**config.mk**
```make
export PLATFORM = sky130hd
export DESIGN_NAME = interrupt_flag_status_bank
export DESIGN_NICKNAME = d
export VERILOG_FILES = /design/src/irq_flag_pkg.sv /design/src/interrupt_flag_status_bank.sv
export VERILOG_INCLUDE_DIRS = /design/src
export SDC_FILE = /design/constraint.sdc
export NUM_CORES = 1
export LEC_CHECK = 0
export ABC_AREA = 1
export BUFFER_PORTS_ARGS = -buffer_cell sky130_fd_sc_hd__buf_2
export CAP_MARGIN = 20
export CORE_MARGIN = 5
export CORE_UTILIZATION = 25
export CTS_CLUSTER_SIZE = 30
export DETAILED_ROUTE_END_ITERATION = 10
export GPL_ROUTABILITY_DRIVEN = 0
export GPL_TIMING_DRIVEN = 0
export PLACE_DENSITY = 0.54
export SYNTH_ARGS = -nofsm -noshare
export SYNTH_HDL_FRONTEND = slang
export SYNTH_SLANG_ARGS = --single-unit
```
**constraint.sdc**
```tcl
create_clock -name clk -period 1.85 [get_ports clk]
set_clock_uncertainty 0.1 [all_clocks]
set_input_delay 0 -clock clk [delete_from_list [all_inputs] [get_ports clk]]
set_output_delay 0 -clock clk [all_outputs]
set_load 0.005 [all_outputs]
```
**src/irq_flag_cfg.svh**
```systemverilog
`ifndef IRQ_FLAG_CFG_SVH
`define IRQ_FLAG_CFG_SVH
// register byte offsets
`define OFS_FLAG0       4'h0
`define OFS_FLAG1       4'h4
`define OFS_MASK0       4'h8
`define OFS_MASK1       4'hc
// flag register 0 bit positions
`define B0_EXT_IRQ0     0
`define B0_ICAP_CH1     1
`define B0_OCMP_CH1     2
// flag register 1 bit positions
`define B1_I2C_SLAVE    0
`define B1_I2C_MASTER   1
`define B1_ANALOG_CMP1  2
`define B1_PIN_CHANGE   3
`define B1_EXT_IRQ1     4
`define B1_XFER_CH2     8
`define B1_OCMP_CH3     9
`define B1_OCMP_CH4     10
`define B1_TIMER_FOUR   11
`define B1_TIMER_FIVE   12
`define B1_EXT_IRQ2     13
`define B1_UART_B_RX    14
`define B1_UART_B_TX    15
// implemented bit masks and reset values
`define IMPL0_MASK      16'h0007
`define IMPL1_MASK      16'hff1f
`define FLAG_RST        16'h0000
`define MASK_RST        16'h0000
`define RDATA_UNMAPPED  32'h0000_0000
`endif

```
**src/irq_flag_pkg.sv**
```systemverilog
package irq_flag_pkg;
	// one strobe per peripheral event source
	typedef struct packed {
		logic uart_b_tx;
		logic uart_b_rx;
		logic ext_irq2;
		logic timer_five;
		logic timer_four;
		logic ocmp_ch4;
		logic ocmp_ch3;
		logic xfer_ch2_done;
		logic ext_irq1;
		logic pin_change;
		logic analog_cmp1;
		logic i2c_a_master;
		logic i2c_a_slave;
		logic ocmp_ch1;
		logic icap_ch1;
		logic ext_irq0;
	} event_type;
endpackage

```
**src/interrupt_flag_status_bank.sv**
```systemverilog
// Local design decisions: the Avalon-MM interface to the registers and the address map.
`timescale 1ns/1ps
`include "irq_flag_cfg.svh"
// Overview of operation
// flag 0 bit 2 latches output compare channel 1 requests
// flag 0 bit 1 latches input capture channel 1 requests
// flag 0 bit 0 latches external interrupt 0 requests
// flag 1 bits 15 and 14 hold second uart transmit and receive
// second uart receive event sets its own separate bit
// flag 1 bit 13 latches external interrupt 2 requests
// flag 1 bit 12 latches timer five requests
// flag 1 bit 11 latches timer four requests
// flag 1 bits 10 and 9 latch compare channels 4 and 3
// flag 1 bit 8 latches transfer channel 2 completion
// flag 1 bits 7 to 5 ignore writes, read zero
// bits 4,3,2 latch external irq 1, pin change, comparator 1
// bits 1 and 0 latch i2c master and slave events
// flags reset zero; event or written one sets, written zero clears
// event beats same-cycle clear; software clears before re-enabling
module interrupt_flag_status_bank (
	input  wire logic                      clk,
	input  wire logic                      rst,
	input  wire logic                      clk_en,
	input  wire irq_flag_pkg::event_type   events,
	input  wire logic [3:0]                avs_address,
	input  wire logic                      avs_read,
	input  wire logic                      avs_write,
	input  wire logic [31:0]               avs_writedata,
	input  wire logic [3:0]                avs_byteenable,
	output logic      [31:0]               avs_readdata,
	output logic                           avs_waitrequest,
	output logic                           irq
);
	logic [15:0] flag0_q;
	logic [15:0] flag1_q;
	logic [15:0] flag0_d;
	logic [15:0] flag1_d;
	logic [15:0] mask0_q;
	logic [15:0] mask1_q;
	logic [15:0] ev0;
	logic [15:0] ev1;
	logic        ack_q;
	logic        wr_go;
	logic        rd_go;
	logic [15:0] wmask;

	// merge two byte lanes into a 16-bit field update
	function automatic logic [15:0] lane_merge(input logic [15:0] old_v,
		input logic [15:0] new_v, input logic [1:0] be);
		logic [15:0] r;
		r = old_v;
		if (be[0]) begin
			r[7:0] = new_v[7:0];
		end
		if (be[1]) begin
			r[15:8] = new_v[15:8];
		end
		return r;
	endfunction

	// event strobes placed at their flag positions
	always_comb begin
		ev0 = 16'h0000;
		ev0[`B0_OCMP_CH1]    = events.ocmp_ch1;
		ev0[`B0_ICAP_CH1]    = events.icap_ch1;
		ev0[`B0_EXT_IRQ0]    = events.ext_irq0;
		ev1 = 16'h0000;
		ev1[`B1_UART_B_TX]   = events.uart_b_tx;
		ev1[`B1_UART_B_RX]   = events.uart_b_rx;
		ev1[`B1_EXT_IRQ2]    = events.ext_irq2;
		ev1[`B1_TIMER_FIVE]  = events.timer_five;
		ev1[`B1_TIMER_FOUR]  = events.timer_four;
		ev1[`B1_OCMP_CH4]    = events.ocmp_ch4;
		ev1[`B1_OCMP_CH3]    = events.ocmp_ch3;
		ev1[`B1_XFER_CH2]    = events.xfer_ch2_done;
		ev1[`B1_EXT_IRQ1]    = events.ext_irq1;
		ev1[`B1_PIN_CHANGE]  = events.pin_change;
		ev1[`B1_ANALOG_CMP1] = events.analog_cmp1;
		ev1[`B1_I2C_MASTER]  = events.i2c_a_master;
		ev1[`B1_I2C_SLAVE]   = events.i2c_a_slave;
	end

	// one wait cycle per access; a write lands in the ack cycle only,
	// where the master sees waitrequest low, so it lands exactly once
	assign wr_go = avs_write & ack_q;
	assign rd_go = avs_read & ~ack_q;
	assign wmask = lane_merge(16'h0000, 16'hffff, avs_byteenable[1:0]);

	// software write value, then events ored on top so the set wins
	always_comb begin
		flag0_d = flag0_q;
		flag1_d = flag1_q;
		if (wr_go && avs_address == `OFS_FLAG0) begin
			flag0_d = lane_merge(flag0_q, avs_writedata[15:0],
				avs_byteenable[1:0]);
		end
		if (wr_go && avs_address == `OFS_FLAG1) begin
			flag1_d = lane_merge(flag1_q, avs_writedata[15:0],
				avs_byteenable[1:0]);
		end
		flag0_d = (flag0_d | ev0) & `IMPL0_MASK;
		flag1_d = (flag1_d | ev1) & `IMPL1_MASK;
	end

	// flag storage
	always_ff @(posedge clk) begin
		if (rst) begin
			flag0_q <= `FLAG_RST;
			flag1_q <= `FLAG_RST;
		end else if (clk_en) begin
			flag0_q <= flag0_d;
			flag1_q <= flag1_d;
		end
	end

	// mask registers, same layout as the flags
	always_ff @(posedge clk) begin
		if (rst) begin
			mask0_q <= `MASK_RST;
			mask1_q <= `MASK_RST;
		end else if (clk_en && wr_go) begin
			if (avs_address == `OFS_MASK0) begin
				mask0_q <= lane_merge(mask0_q, avs_writedata[15:0],
					avs_byteenable[1:0]) & `IMPL0_MASK;
			end
			if (avs_address == `OFS_MASK1) begin
				mask1_q <= lane_merge(mask1_q, avs_writedata[15:0],
					avs_byteenable[1:0]) & `IMPL1_MASK;
			end
		end
	end

	// bus handshake; waitrequest low exactly in the ack cycle
	always_ff @(posedge clk) begin
		if (rst) begin
			ack_q           <= 1'b0;
			avs_waitrequest <= 1'b1;
		end else if (clk_en) begin
			ack_q           <= (avs_read | avs_write) & ~ack_q;
			avs_waitrequest <= ~((avs_read | avs_write) & ~ack_q);
		end
	end

	// read data captured with the ack; unmapped reads give zero
	always_ff @(posedge clk) begin
		if (rst) begin
			avs_readdata <= `RDATA_UNMAPPED;
		end else if (clk_en && rd_go) begin
			case (avs_address)
				`OFS_FLAG0: avs_readdata <= {16'h0000, flag0_q};
				`OFS_FLAG1: avs_readdata <= {16'h0000, flag1_q};
				`OFS_MASK0: avs_readdata <= {16'h0000, mask0_q};
				`OFS_MASK1: avs_readdata <= {16'h0000, mask1_q};
				default:    avs_readdata <= `RDATA_UNMAPPED;
			endcase
		end
	end

	// level interrupt from next-state flags; changes on the same edge as a flag
	always_ff @(posedge clk) begin
		if (rst) begin
			irq <= 1'b0;
		end else if (clk_en) begin
			irq <= |((flag0_d & mask0_q) | (flag1_d & mask1_q));
		end
	end

	logic unused_ok;
	assign unused_ok = ^{wmask, avs_writedata[31:16], avs_byteenable[3:2]};
endmodule

```
After elaboration in Yosys (flattened, before gate mapping)

Index checks and enable logic that the tools add are counted.

Equal/unequal tests: 3
Bitwise gates (word level): 11
Mux-type cells: 6
Reduce and logical (&&, ||, !) cells: 9

Operator list:

| kind                                                 | count |
|---|---|
| case mux 16 bit (4 select lines)                     | 1 |
| AND 16 bit                                           | 1 |
| two-way mux 16 bit                                   | 1 |
| two-way mux 8 bit                                    | 2 |
| OR 16 bit                                            | 1 |
| OR 3 x 16 -> 16 bit                                  | 1 |
| OR reduction 16 bit                                  | 1 |
| AND reduction 3 bit                                  | 3 |
| equality test 4 bit (second input constant)          | 2 |
| two-way mux 3 bit                                    | 2 |
| equality test 4 x 3 -> 1 bit (second input constant) | 1 |
| logical AND 1 bit                                    | 4 |
| zero test 4 bit                                      | 1 |
| AND 1 bit                                            | 3 |
| AND 3 bit                                            | 1 |
| OR 3 bit                                             | 1 |
| NOT 1 bit                                            | 2 |
| OR 1 bit                                             | 1 |

Flip-flop bits (word level): 67
Output and inout bits: 34

Logic depth before layout (Yosys ltp)

Gate-level depths: netlist (run 1).

Depth after elaboration: 7
Gate-level depth with buffers: 12

Worst setup path after synthesis (run 1)

OpenSTA, ideal clock, no wires.

Path kind: flip-flop to flip-flop
Start: register ack_q
End: register irq
Path slack: 394 ps
Clock period less this slack: 1456 ps
Stages on the path, launching flop included: 13
Data arrival time: 1239 ps
Path through: dfxtp_1 -> nand2_2 -> clkinv_2 -> nand3_2 -> buf_6 -> nand2_1 -> nand3b_1 -> nand2_1 -> nand2_1 -> nor2_1 -> nand2_1 -> nor2_1 -> nor2_1

Longest elaborated chain between the ends: 7
Elaborated cells on any way between the ends: 11

Ends and longest elaborated chain:

| item                                                           | line                                                                 | source |
|---|---|---|
| start, declared                                                | interrupt_flag_status_bank.sv:42                                     | `logic ack_q;` |
| start signal, assigned                                         | interrupt_flag_status_bank.sv:139                                    | `ack_q <= (avs_read \| avs_write) & ~ack_q;` |
| AND 1 bit *                                                    | interrupt_flag_status_bank.sv:85                                     | `assign wr_go = avs_write & ack_q;` |
| logical AND 1 bit (no line)                                    | -                                                                    |  |
| two-way mux 3 bit / two-way mux 16 bit (equally long branches) | interrupt_flag_status_bank.sv:93, interrupt_flag_status_bank.sv:97   |  |
| OR 3 bit / OR 16 bit (equally long branches)                   | interrupt_flag_status_bank.sv:101, interrupt_flag_status_bank.sv:102 |  |
| AND 3 bit / AND 16 bit (equally long branches)                 | interrupt_flag_status_bank.sv:164                                    | `irq <= \|((flag0_d & mask0_q) \| (flag1_d & mask1_q));` |
| OR 3 x 16 -> 16 bit *                                          | interrupt_flag_status_bank.sv:164                                    |  |
| OR reduction 16 bit *                                          | interrupt_flag_status_bank.sv:164                                    |  |
| end signal, assigned                                           | interrupt_flag_status_bank.sv:164                                    |  |
| end, declared                                                  | interrupt_flag_status_bank.sv:32                                     | `output logic irq` |

Every way passes the cells marked *; elsewhere a longest branch is shown, timed or not.
A chain may end at the register's enable or synchronous reset.

Worst setup path after layout (run 1)

Same ends and word-level chain as after synthesis.

==> results.ini, run 1 <==
[layout]
fillCellCount=1166
nNetsFinal=569
final_cells=644
final_cell_area_mm2=0.003441
area_growth_pct=29.47
mostFrequentLayoutCells=108 x nand2_1, 56 x buf_2, 53 x nor2_1
diodes=0
drive_gt1_share_pct=18.70
utilization_pct=33.18
layout_commonest_cell=nand2_1

[global_route]
grt_first_pass_wirelength_um=14020
antenna_found_initial=0
grt_pass1_vias=2773
grt_max_degree=14
grtUsageTotal_pct=13.66
grt.overflow.total=0

[synthesis]
ys_warn_count=0
ys_seq_area_share_pct=36.16
synth_area_mm2=0.002658
syn_area_per_cell_um2=6.466
synth-seq-cells=48
syn_inst=411
yosysUniqueCellTypes=27

[critical_path]
critPathKind=flop to flop
worstPathMaxFanout=10
cp_cell_sequence=nand2_2, inv_4, nand3_4, buf_6, nand2_1, nand3_1, nand2_1, nand2_1, nor2_1, nand3_1, nor2_1, nor2_1
slowest_delay_ns=0.35
critPathSlowestCell=dfxtp_1
start_kind=flop
endpoint_kind=flop
reg2regPathDepth=12
r2r_end=irq$_SDFFE_PP0P_
worstPathRequired_ns=1.95
worstPathArrival_ns=1.81
regToRegStartpoint=ack_q$_SDFFE_PP0P_
reg2reg_slack_ns=0.13

[routing]
drt-vias-per-instance=4.365
ant_nets=0
dr.first_iter.drc_count=158
wl_per_cell_um=13.48
firstDrtPassIters=4
drc=0
vias=2811
routed_wl_um=8680

[run]
drv_cap=0

[timing]
worst_slew_pin_slew_ns=0.6797
setup_viol=0
period_share_pct=92.88
whs_ns=0.01352
slew_viol_final=0
rsz0062_at_grt=false
setup_ws_ns=0.1318
fmax_mhz=582.0
tns_ns=0
slew-limit-headroom_pct=54.68
hold_violations=0
min_period_ns=1.718

[pwr]
power.total_mw=2.068
leakage_nw=1.575
pwr_density_cell_mw_per_mm2=601.1
peakVddDrop_mv=0.2714

[worst_hold_path]
hold_depth=5
hold_end=flag1_q[9]$_SDFFE_PP0P_
hp-class=primary input to flop
min_from=events[9]

[clock_network]
cts_buffers=5
cts-root-buf=clkbuf_8
clock_sink_count=48
clk_pin_slew_ns=0.09
cts_tree=yes
clkLatencyLatePin_ns=0.30
clk_path_buf_depth=2
htreeDepth=2

[floorplan]
io-pin-count=95
fp.dieW_um=113.1
die_h_um=113.1
start_util_pct=25.63
coreArea_mm2=0.01037
dieArea_mm2=0.01279
rows=37

[placed_design]
postPlaceCellArea_mm2=0.003156
port_buffers=52
place_inst=617
dp_hpwl_um=6532
pre_cts_slack_ns=0.09176

[outcome]
status=finished clean

[per-layer routing]
layer	up-vias	track usage, %	part of all wire, %
met5	-	0	0
met4	0	3.365	0.65
met3	4	2.460	6.9
met2	89	22.08	46
met1	1254	18.87	47
li1	1464	-	-
[worst max-delay path, delay by kind of cell, from the launching register on]
family,cells,cell delay (ns)
AND/OR/NAND/NOR,10,0.86
flip-flops,1,0.35
buffers and inverters,2,0.29
[report_power, final]
part	internal [mW]	total (mW)	switching [mW]	leakage, nW
clock network	0.258	0.620	0.362	0.0410
logic	0.155	0.364	0.209	1.14
registers	1.07	1.08	0.0173	0.392
[final cells by class]
class | count | area [um^2] | area share [%]
inverters | 45 | 171.4 | 4.982
clock inverters | 1 | 5.005 | 0.1455
plain buffers | 37 | 227.7 | 6.618
repair buffers | 72 | 457.9 | 13.31
flip-flops and latches | 48 | 960.9 | 27.93
well taps | 136 | 170.2 | 4.945
clock buffers | 6 | 72.57 | 2.109
multi-input cells | 299 | 1375 | 39.96
[cell usage after synthesis (all sizes together)]
cell	instances	area, um^2
nand4	1	6.260
nand2	110	417.9
nand3b	8	60.06
nor3	3	20.02
nand3	15	80.08
a22o	2	17.52
dfxtp	48	960.9
o21ai	48	240.2
o2111ai	1	8.760
clkinv	1	5.000
a21oi	18	90.09
clkbuf	12	45.04
o22ai	4	25.02
a211oi	12	90.09
nor2	57	234.0
buf	25	181.4
a31oi	1	6.260
conb	1	3.750
inv	44	165.2
[registers in the layout (all words and copies together), names as in the netlist]
signal	cells
mask1_q	13
ack_q	1
mask0_q	3
avs_waitrequest	1
flag1_q	13
irq	1
avs_readdata	13
flag0_q	3
[what timing repair did]
item                       in CTS  in global routing
resized for setup               0                  4
hold endpoints to repair       22                  0
buffers inserted                0                  1
hold buffers                   19                  0
setup endpoints to repair       0                 11
[worst max-delay path by stage]
| stage | startpoint | end | slack [ns] | cells after the start |
|---|---|---|---|---|
| global route | ack_q$_SDFFE_PP0P_ | irq$_SDFFE_PP0P_ | 0.02 | 12 |
| floorplan | ack_q$_SDFFE_PP0P_ | irq$_SDFFE_PP0P_ | 0.39 | 12 |
| finish | ack_q$_SDFFE_PP0P_ | irq$_SDFFE_PP0P_ | 0.13 | 12 |
| detailed placement | ack_q$_SDFFE_PP0P_ | avs_readdata[9]$_SDFFE_PP0P_ | 0.09 | 6 |
| CTS | clk_en | avs_readdata[9]$_SDFFE_PP0P_ | 0.04 | 7 |
| global placement | ack_q$_SDFFE_PP0P_ | irq$_SDFFE_PP0P_ | 0.10 | 12 |
[logic make-up after synthesis]
family          synth area share [%]
other cells                   0.1411
compound gates                 17.99
flops                          36.16
buf+inv                        14.92
simple gates                   30.79
Power figures use the tool's default switching activity.
==> inputs of run 2 (changes only) <==
- CORE_MARGIN: 5 -> 3
- CTS_BUF_LIST: unset -> sky130_fd_sc_hd__clkbuf_4
==> run 2 against run 1 <==
  * Routed wire length decreased by 1.4%
  * Global-route usage increased by 1.1 points
  * Setup slack better by 0.0091 ns
  * Core utilization rose by 1.7 points
  * Count of clock-buffer cells in the layout shrank 1
  * Maximum frequency up 0.53%
  * Critical path depth decreased by 4
  * Largest power group unchanged
  * First-iteration DRC count is 3.8% higher
  * Register-to-register slack barely moved
  * Largest cell class unchanged
  * Via count rose by 3.8%
  * Sequential power is essentially flat
  * Total power grew 3.9%
==> results.ini, run 2 (synthesized netlist as in run 1, its figures left out) <==
[outcome]
status=finished clean

[critical_path]
r2r_end=flag1_q[1]$_SDFFE_PP0P_
reg2reg_slack_ns=0.14
worstPathMaxFanout=5
endpoint_kind=flop
cp_common_cell=nor2_1
slowest_delay_ns=0.55
regToRegStartpoint=ack_q$_SDFFE_PP0P_
worstPathArrival_ns=1.90
critical_path_buf_inv_count=2
start_kind=flop
cp_top_family=buffers and inverters
worstPathRequired_ns=2.04
critPathSlowestCell=dlygate4sd3_1
cp_cell_sequence=nand2_4, inv_4, nand3_4, nand2_1, nand3_1, nor2_1, nor2_1, dlygate4sd3_1
reg2regPathDepth=8
critPathKind=flop to flop

[timing]
tns_ns=0
slew-limit-headroom_pct=60.01
min_period_ns=1.709
worst_slew_pin_slew_ns=0.5999
slew_viol_final=0
setup_viol=0
period_share_pct=92.38
rsz0062_at_grt=false
hold_violations=0
fmax_mhz=585.1

[pwr]
power.total_mw=2.150
pwr_density_cell_mw_per_mm2=596.1
leakage_nw=1.652
peakVddDrop_mv=0.2742

[layout]
mostFrequentLayoutCells=108 x nand2_1, 56 x buf_2, 53 x nor2_1
nNetsFinal=584
drive_gt1_share_pct=19.08
area_growth_pct=35.69
layout_commonest_cell=nand2_1
top_regs=avs_readdata: 13 flops, flag1_q: 13 flops, mask1_q: 13 flops
diodes=0

[floorplan]
coreArea_mm2=0.01032
rows=37
io-pin-count=95
die_h_um=109.1
dieArea_mm2=0.01190
fp.dieW_um=109.1
start_util_pct=25.74

[routing]
drc=0
firstDrtPassIters=5
vias=2918
wl_per_cell_um=12.97
routed_wl_um=8557
drt-vias-per-instance=4.421
dr.first_iter.drc_count=164
ant_nets=0

[clock_network]
cts_buffers=5
clock_sink_count=48
clkLatencyLatePin_ns=0.38
cts_tree=yes
htreeDepth=2
cts-root-buf=clkbuf_4
clk_pin_slew_ns=0.16
clk_path_buf_depth=2

[run]
drv_cap=0

[global_route]
antenna_found_initial=0
grt_pass1_vias=2655
grt_max_degree=17
grtUsageTotal_pct=14.74
grt_first_pass_wirelength_um=13610
grt.overflow.total=0

[worst_hold_path]
min_from=avs_read
hold_depth=4
hold_end=avs_readdata[14]$_SDFFE_PP0P_
hp-class=primary input to flop

[placed_design]
dp_hpwl_um=6336
port_buffers=52

-- run 2: cell types whose count changed in the layout (fill, tap and decap cells not counted), sizes merged --
cell	before	now
dlygate4sd3	19	33
buf	78	79
bufinv	0	1
clkbuf	18	17
clkinv	1	0
clkinvlp	0	1
inv	45	46
-- run 2: cell type report --
| cell class | instances | area (um^2) |
|---|---|---|
| Buffer | 37 | 232.7 |
| Clock buffer | 5 | 37.54 |
| Clock inverter | 3 | 46.29 |
| Fill cell | 1122 | 6718 |
| Inverter | 45 | 171.4 |
| Multi-Input combinational cell | 299 | 1380 |
| Sequential cell | 48 | 962.2 |
| Tap cell | 136 | 170.2 |
| Timing Repair Buffer | 87 | 605.6 |
-- run 2: tightest hold or removal path, stage by stage --
cell and delay, ns:
buf_2 0.07, nand3_1 0.23, nand2_1 0.12, a21oi_1 0.06
-- run 2: where the power goes --
part,internal (mW),switching (mW)
registers,1.07,0.0191
logic,0.177,0.212
clock network,0.289,0.383
-- run 2: how the worst max path moves through the flow --
stage,start,to,slack (ns),cells after the start
after CTS,ack_q$_SDFFE_PP0P_,flag1_q[1]$_SDFFE_PP0P_,0.02,8
final,ack_q$_SDFFE_PP0P_,flag1_q[1]$_SDFFE_PP0P_,0.14,8
after floorplan,ack_q$_SDFFE_PP0P_,irq$_SDFFE_PP0P_,0.39,12
after detailed placement,ack_q$_SDFFE_PP0P_,avs_readdata[1]$_SDFFE_PP0P_,0.09,6
after global routing,ack_q$_SDFFE_PP0P_,flag1_q[1]$_SDFFE_PP0P_,0.0009,8
after global placement,ack_q$_SDFFE_PP0P_,avs_readdata[14]$_SDFFE_PP0P_,0.11,6
-- run 2: metrics by stage --
step / instances / setup slack, ns / cell area (um^2) / hold WS, ns / util (%)
floorplan: 429 / 0.3940 / 2725 / 0.03490 / -
global placement: 617 / 0.1088 / 3156 / 0.1444 / 30.57
detailed placement: 617 / 0.08713 / 3156 / 0.1723 / 30.57
CTS: 658 / 0.02331 / 3570 / 0.01834 / 34.58
global route: 660 / 0.0009486 / 3606 / 0.06087 / 34.93
finish: 660 / 0.1409 / 3606 / 0.02780 / 34.93
-- run 2: what timing repair did --
| action | 4_1_cts | 5_1_grt |
|---|---|---|
| setup endpoints to repair | 0 | 12 |
| resized for setup | 0 | 9 |
| setup buffers | 0 | 2 |
| endpoints found under the hold margin | 35 | 0 |
| hold buffers | 33 | 0 |
-- run 2: layer usage --
metal / global-route usage (%) / up-vias / routed length (um)
li1: - / 1499 / -
met5: 0 / - / 0
met3: 2.842 / 6 / 601
met1: 21.14 / 1298 / 4098
met2: 22.76 / 115 / 3795
met4: 3.336 / 0 / 62
==> inputs of run 3 (changes only) <==
- CAP_MARGIN: 20 -> unset
- clock period: 1.85 -> 2.1 ns (I/O delays scaled with it)
==> run 3 against run 2 <==
  * Via count unchanged
  * Routed wire length decreased by 0.46%
  * Sequential power decreased by 12%
  * Non-clock buffer count decreased by 1
  * Register-to-register slack improved by 0.09 ns
  * Combinational power decreased by 12%
  * Count of clock-buffer cells in the layout unchanged
  * Critical path depth decreased by 1
  * Core utilization decreased by 0.21 points
  * Critical path type is now primary input to flop
  * Critical endpoint unchanged
  * Largest cell class unchanged
==> results.ini, run 3 (synthesized netlist as in run 1, its figures left out) <==
[floorplan]
fp.dieW_um=109.1
rows=37
dieArea_mm2=0.01190
io-pin-count=95
start_util_pct=25.74
die_h_um=109.1
coreArea_mm2=0.01032

[clock_network]
clkLatencyLatePin_ns=0.38
clk_path_buf_depth=2
clk_pin_slew_ns=0.15
clock_sink_count=48
htreeDepth=2
cts_tree=yes
cts_buffers=5
cts-root-buf=clkbuf_4

[critical_path]
cp_cell_sequence=dlygate4sd3_1, buf_2, inv_1, clkbuf_1, nor2_1, nor2_1, dlygate4sd3_1
endpoint_kind=flop
critPathKind=primary input to flop
slowest_delay_ns=0.55
start_kind=primary input
worstPathArrival_ns=2.14
worstPathMaxFanout=10
regToRegStartpoint=ack_q$_SDFFE_PP0P_
worstPathRequired_ns=2.33
critical_path.startpoint=clk_en
critPathSlowestCell=dlygate4sd3_1

[timing]
slew_viol_final=0
setup_ws_ns=0.1922
rsz0062_at_grt=false
min_period_ns=1.908
tns_ns=0
setup_viol=0
fmax_mhz=524.2
period_share_pct=90.85
slew-limit-headroom_pct=57.01
hold_violations=0
worst_slew_pin_slew_ns=0.6449

[layout]
mostFrequentLayoutCells=108 x nand2_1, 56 x buf_2, 53 x nor2_1
final_cells=659
utilization_pct=34.72
area_growth_pct=34.89
nNetsFinal=583
layout_commonest_cell=nand2_1
top_regs=avs_readdata: 13 flops, flag1_q: 13 flops, mask1_q: 13 flops
diodes=0
fillCellCount=1126
drive_gt1_share_pct=18.36

[routing]
vias=2918
routed_wl_um=8518
drc=0
firstDrtPassIters=5
wl_per_cell_um=12.93
dr_wl_met3_um=609
met1_length_um=4019
dr_wl_met2_um=3825
dr.first_iter.drc_count=143
highest_layer=met4
drt-vias-per-instance=4.428
ant_nets=0

[placed_design]
port_buffers=52
place_inst=617
pre_cts_slack_ns=0.3371
dp_hpwl_um=6336

[global_route]
grt_first_pass_wirelength_um=13610
antenna_found_initial=0
grt_max_degree=17
grt.overflow.total=0
grt_pass1_vias=2662
grtUsageTotal_pct=14.73

[pwr]
pwr_density_cell_mw_per_mm2=527.5
power.total_mw=1.891
leakage_nw=1.631
peakVddDrop_mv=0.2410

[worst_hold_path]
hp-class=primary input to flop
min_from=avs_address[2]

[run]
drv_cap=0

[outcome]
status=finished clean

[run 3: per-layer routing]
metal	track usage, %	vias to the layer above
li1	-	1497
met1	21.00	1301
met2	22.89	114
met3	2.842	6
met4	3.336	0
met5	0	-
[run 3: stage by stage]
stage | hold slack [ns] | cell area (um^2)
2_1_floorplan | 0.03490 | 2725
3_3_place_gp | 0.1444 | 3156
3_5_place_dp | 0.1723 | 3156
4_1_cts | 0.01834 | 3570
5_1_grt | 0.09275 | 3585
6_report | 0.06256 | 3585
[run 3: report_power, final]
part	switching (mW)	total, mW	leakage (nW)	internal [mW]
clock	0.337	0.592	0.0418	0.255
sequential	0.0162	0.958	0.392	0.942
combinational	0.186	0.341	1.20	0.155
total	0.539	1.89	1.63	1.35
[run 3: what timing repair did]
item	4_1_cts	5_1_grt
resized for setup	0	1
setup endpoints to repair	0	1
hold buffers	33	1
endpoints found under the hold margin	35	3
setup buffers	0	0
[run 3: path summary, 6_finish.rpt]
path                            cells after the start                      endpoint  slack, ns
worst max-delay path                                7       flag1_q[1]$_SDFFE_PP0P_       0.19
worst min-delay path                                5       mask0_q[1]$_SDFFE_PP0P_       0.06
worst max register to register                      8            ack_q$_SDFFE_PP0P_       0.23
worst min register to register                      2  avs_readdata[1]$_SDFFE_PP0P_       0.37
[run 3: layout make-up]
cell class / count / area (um^2) / share of cell area, %
Buffer: 37 / 226.5 / 6.318
Clock buffer: 5 / 37.54 / 1.047
Clock inverter: 3 / 46.29 / 1.291
Inverter: 45 / 170.2 / 4.747
Multi-Input combinational cell: 299 / 1373 / 38.29
Sequential cell: 48 / 960.9 / 26.81
Tap cell: 136 / 170.2 / 4.747
Timing Repair Buffer: 86 / 600.6 / 16.75
[run 3: worst max-delay path: cells and delay by family]
family                 cells  cell delay, ns
AND/OR/NAND/NOR            2            0.21
buffers and inverters      5            1.93
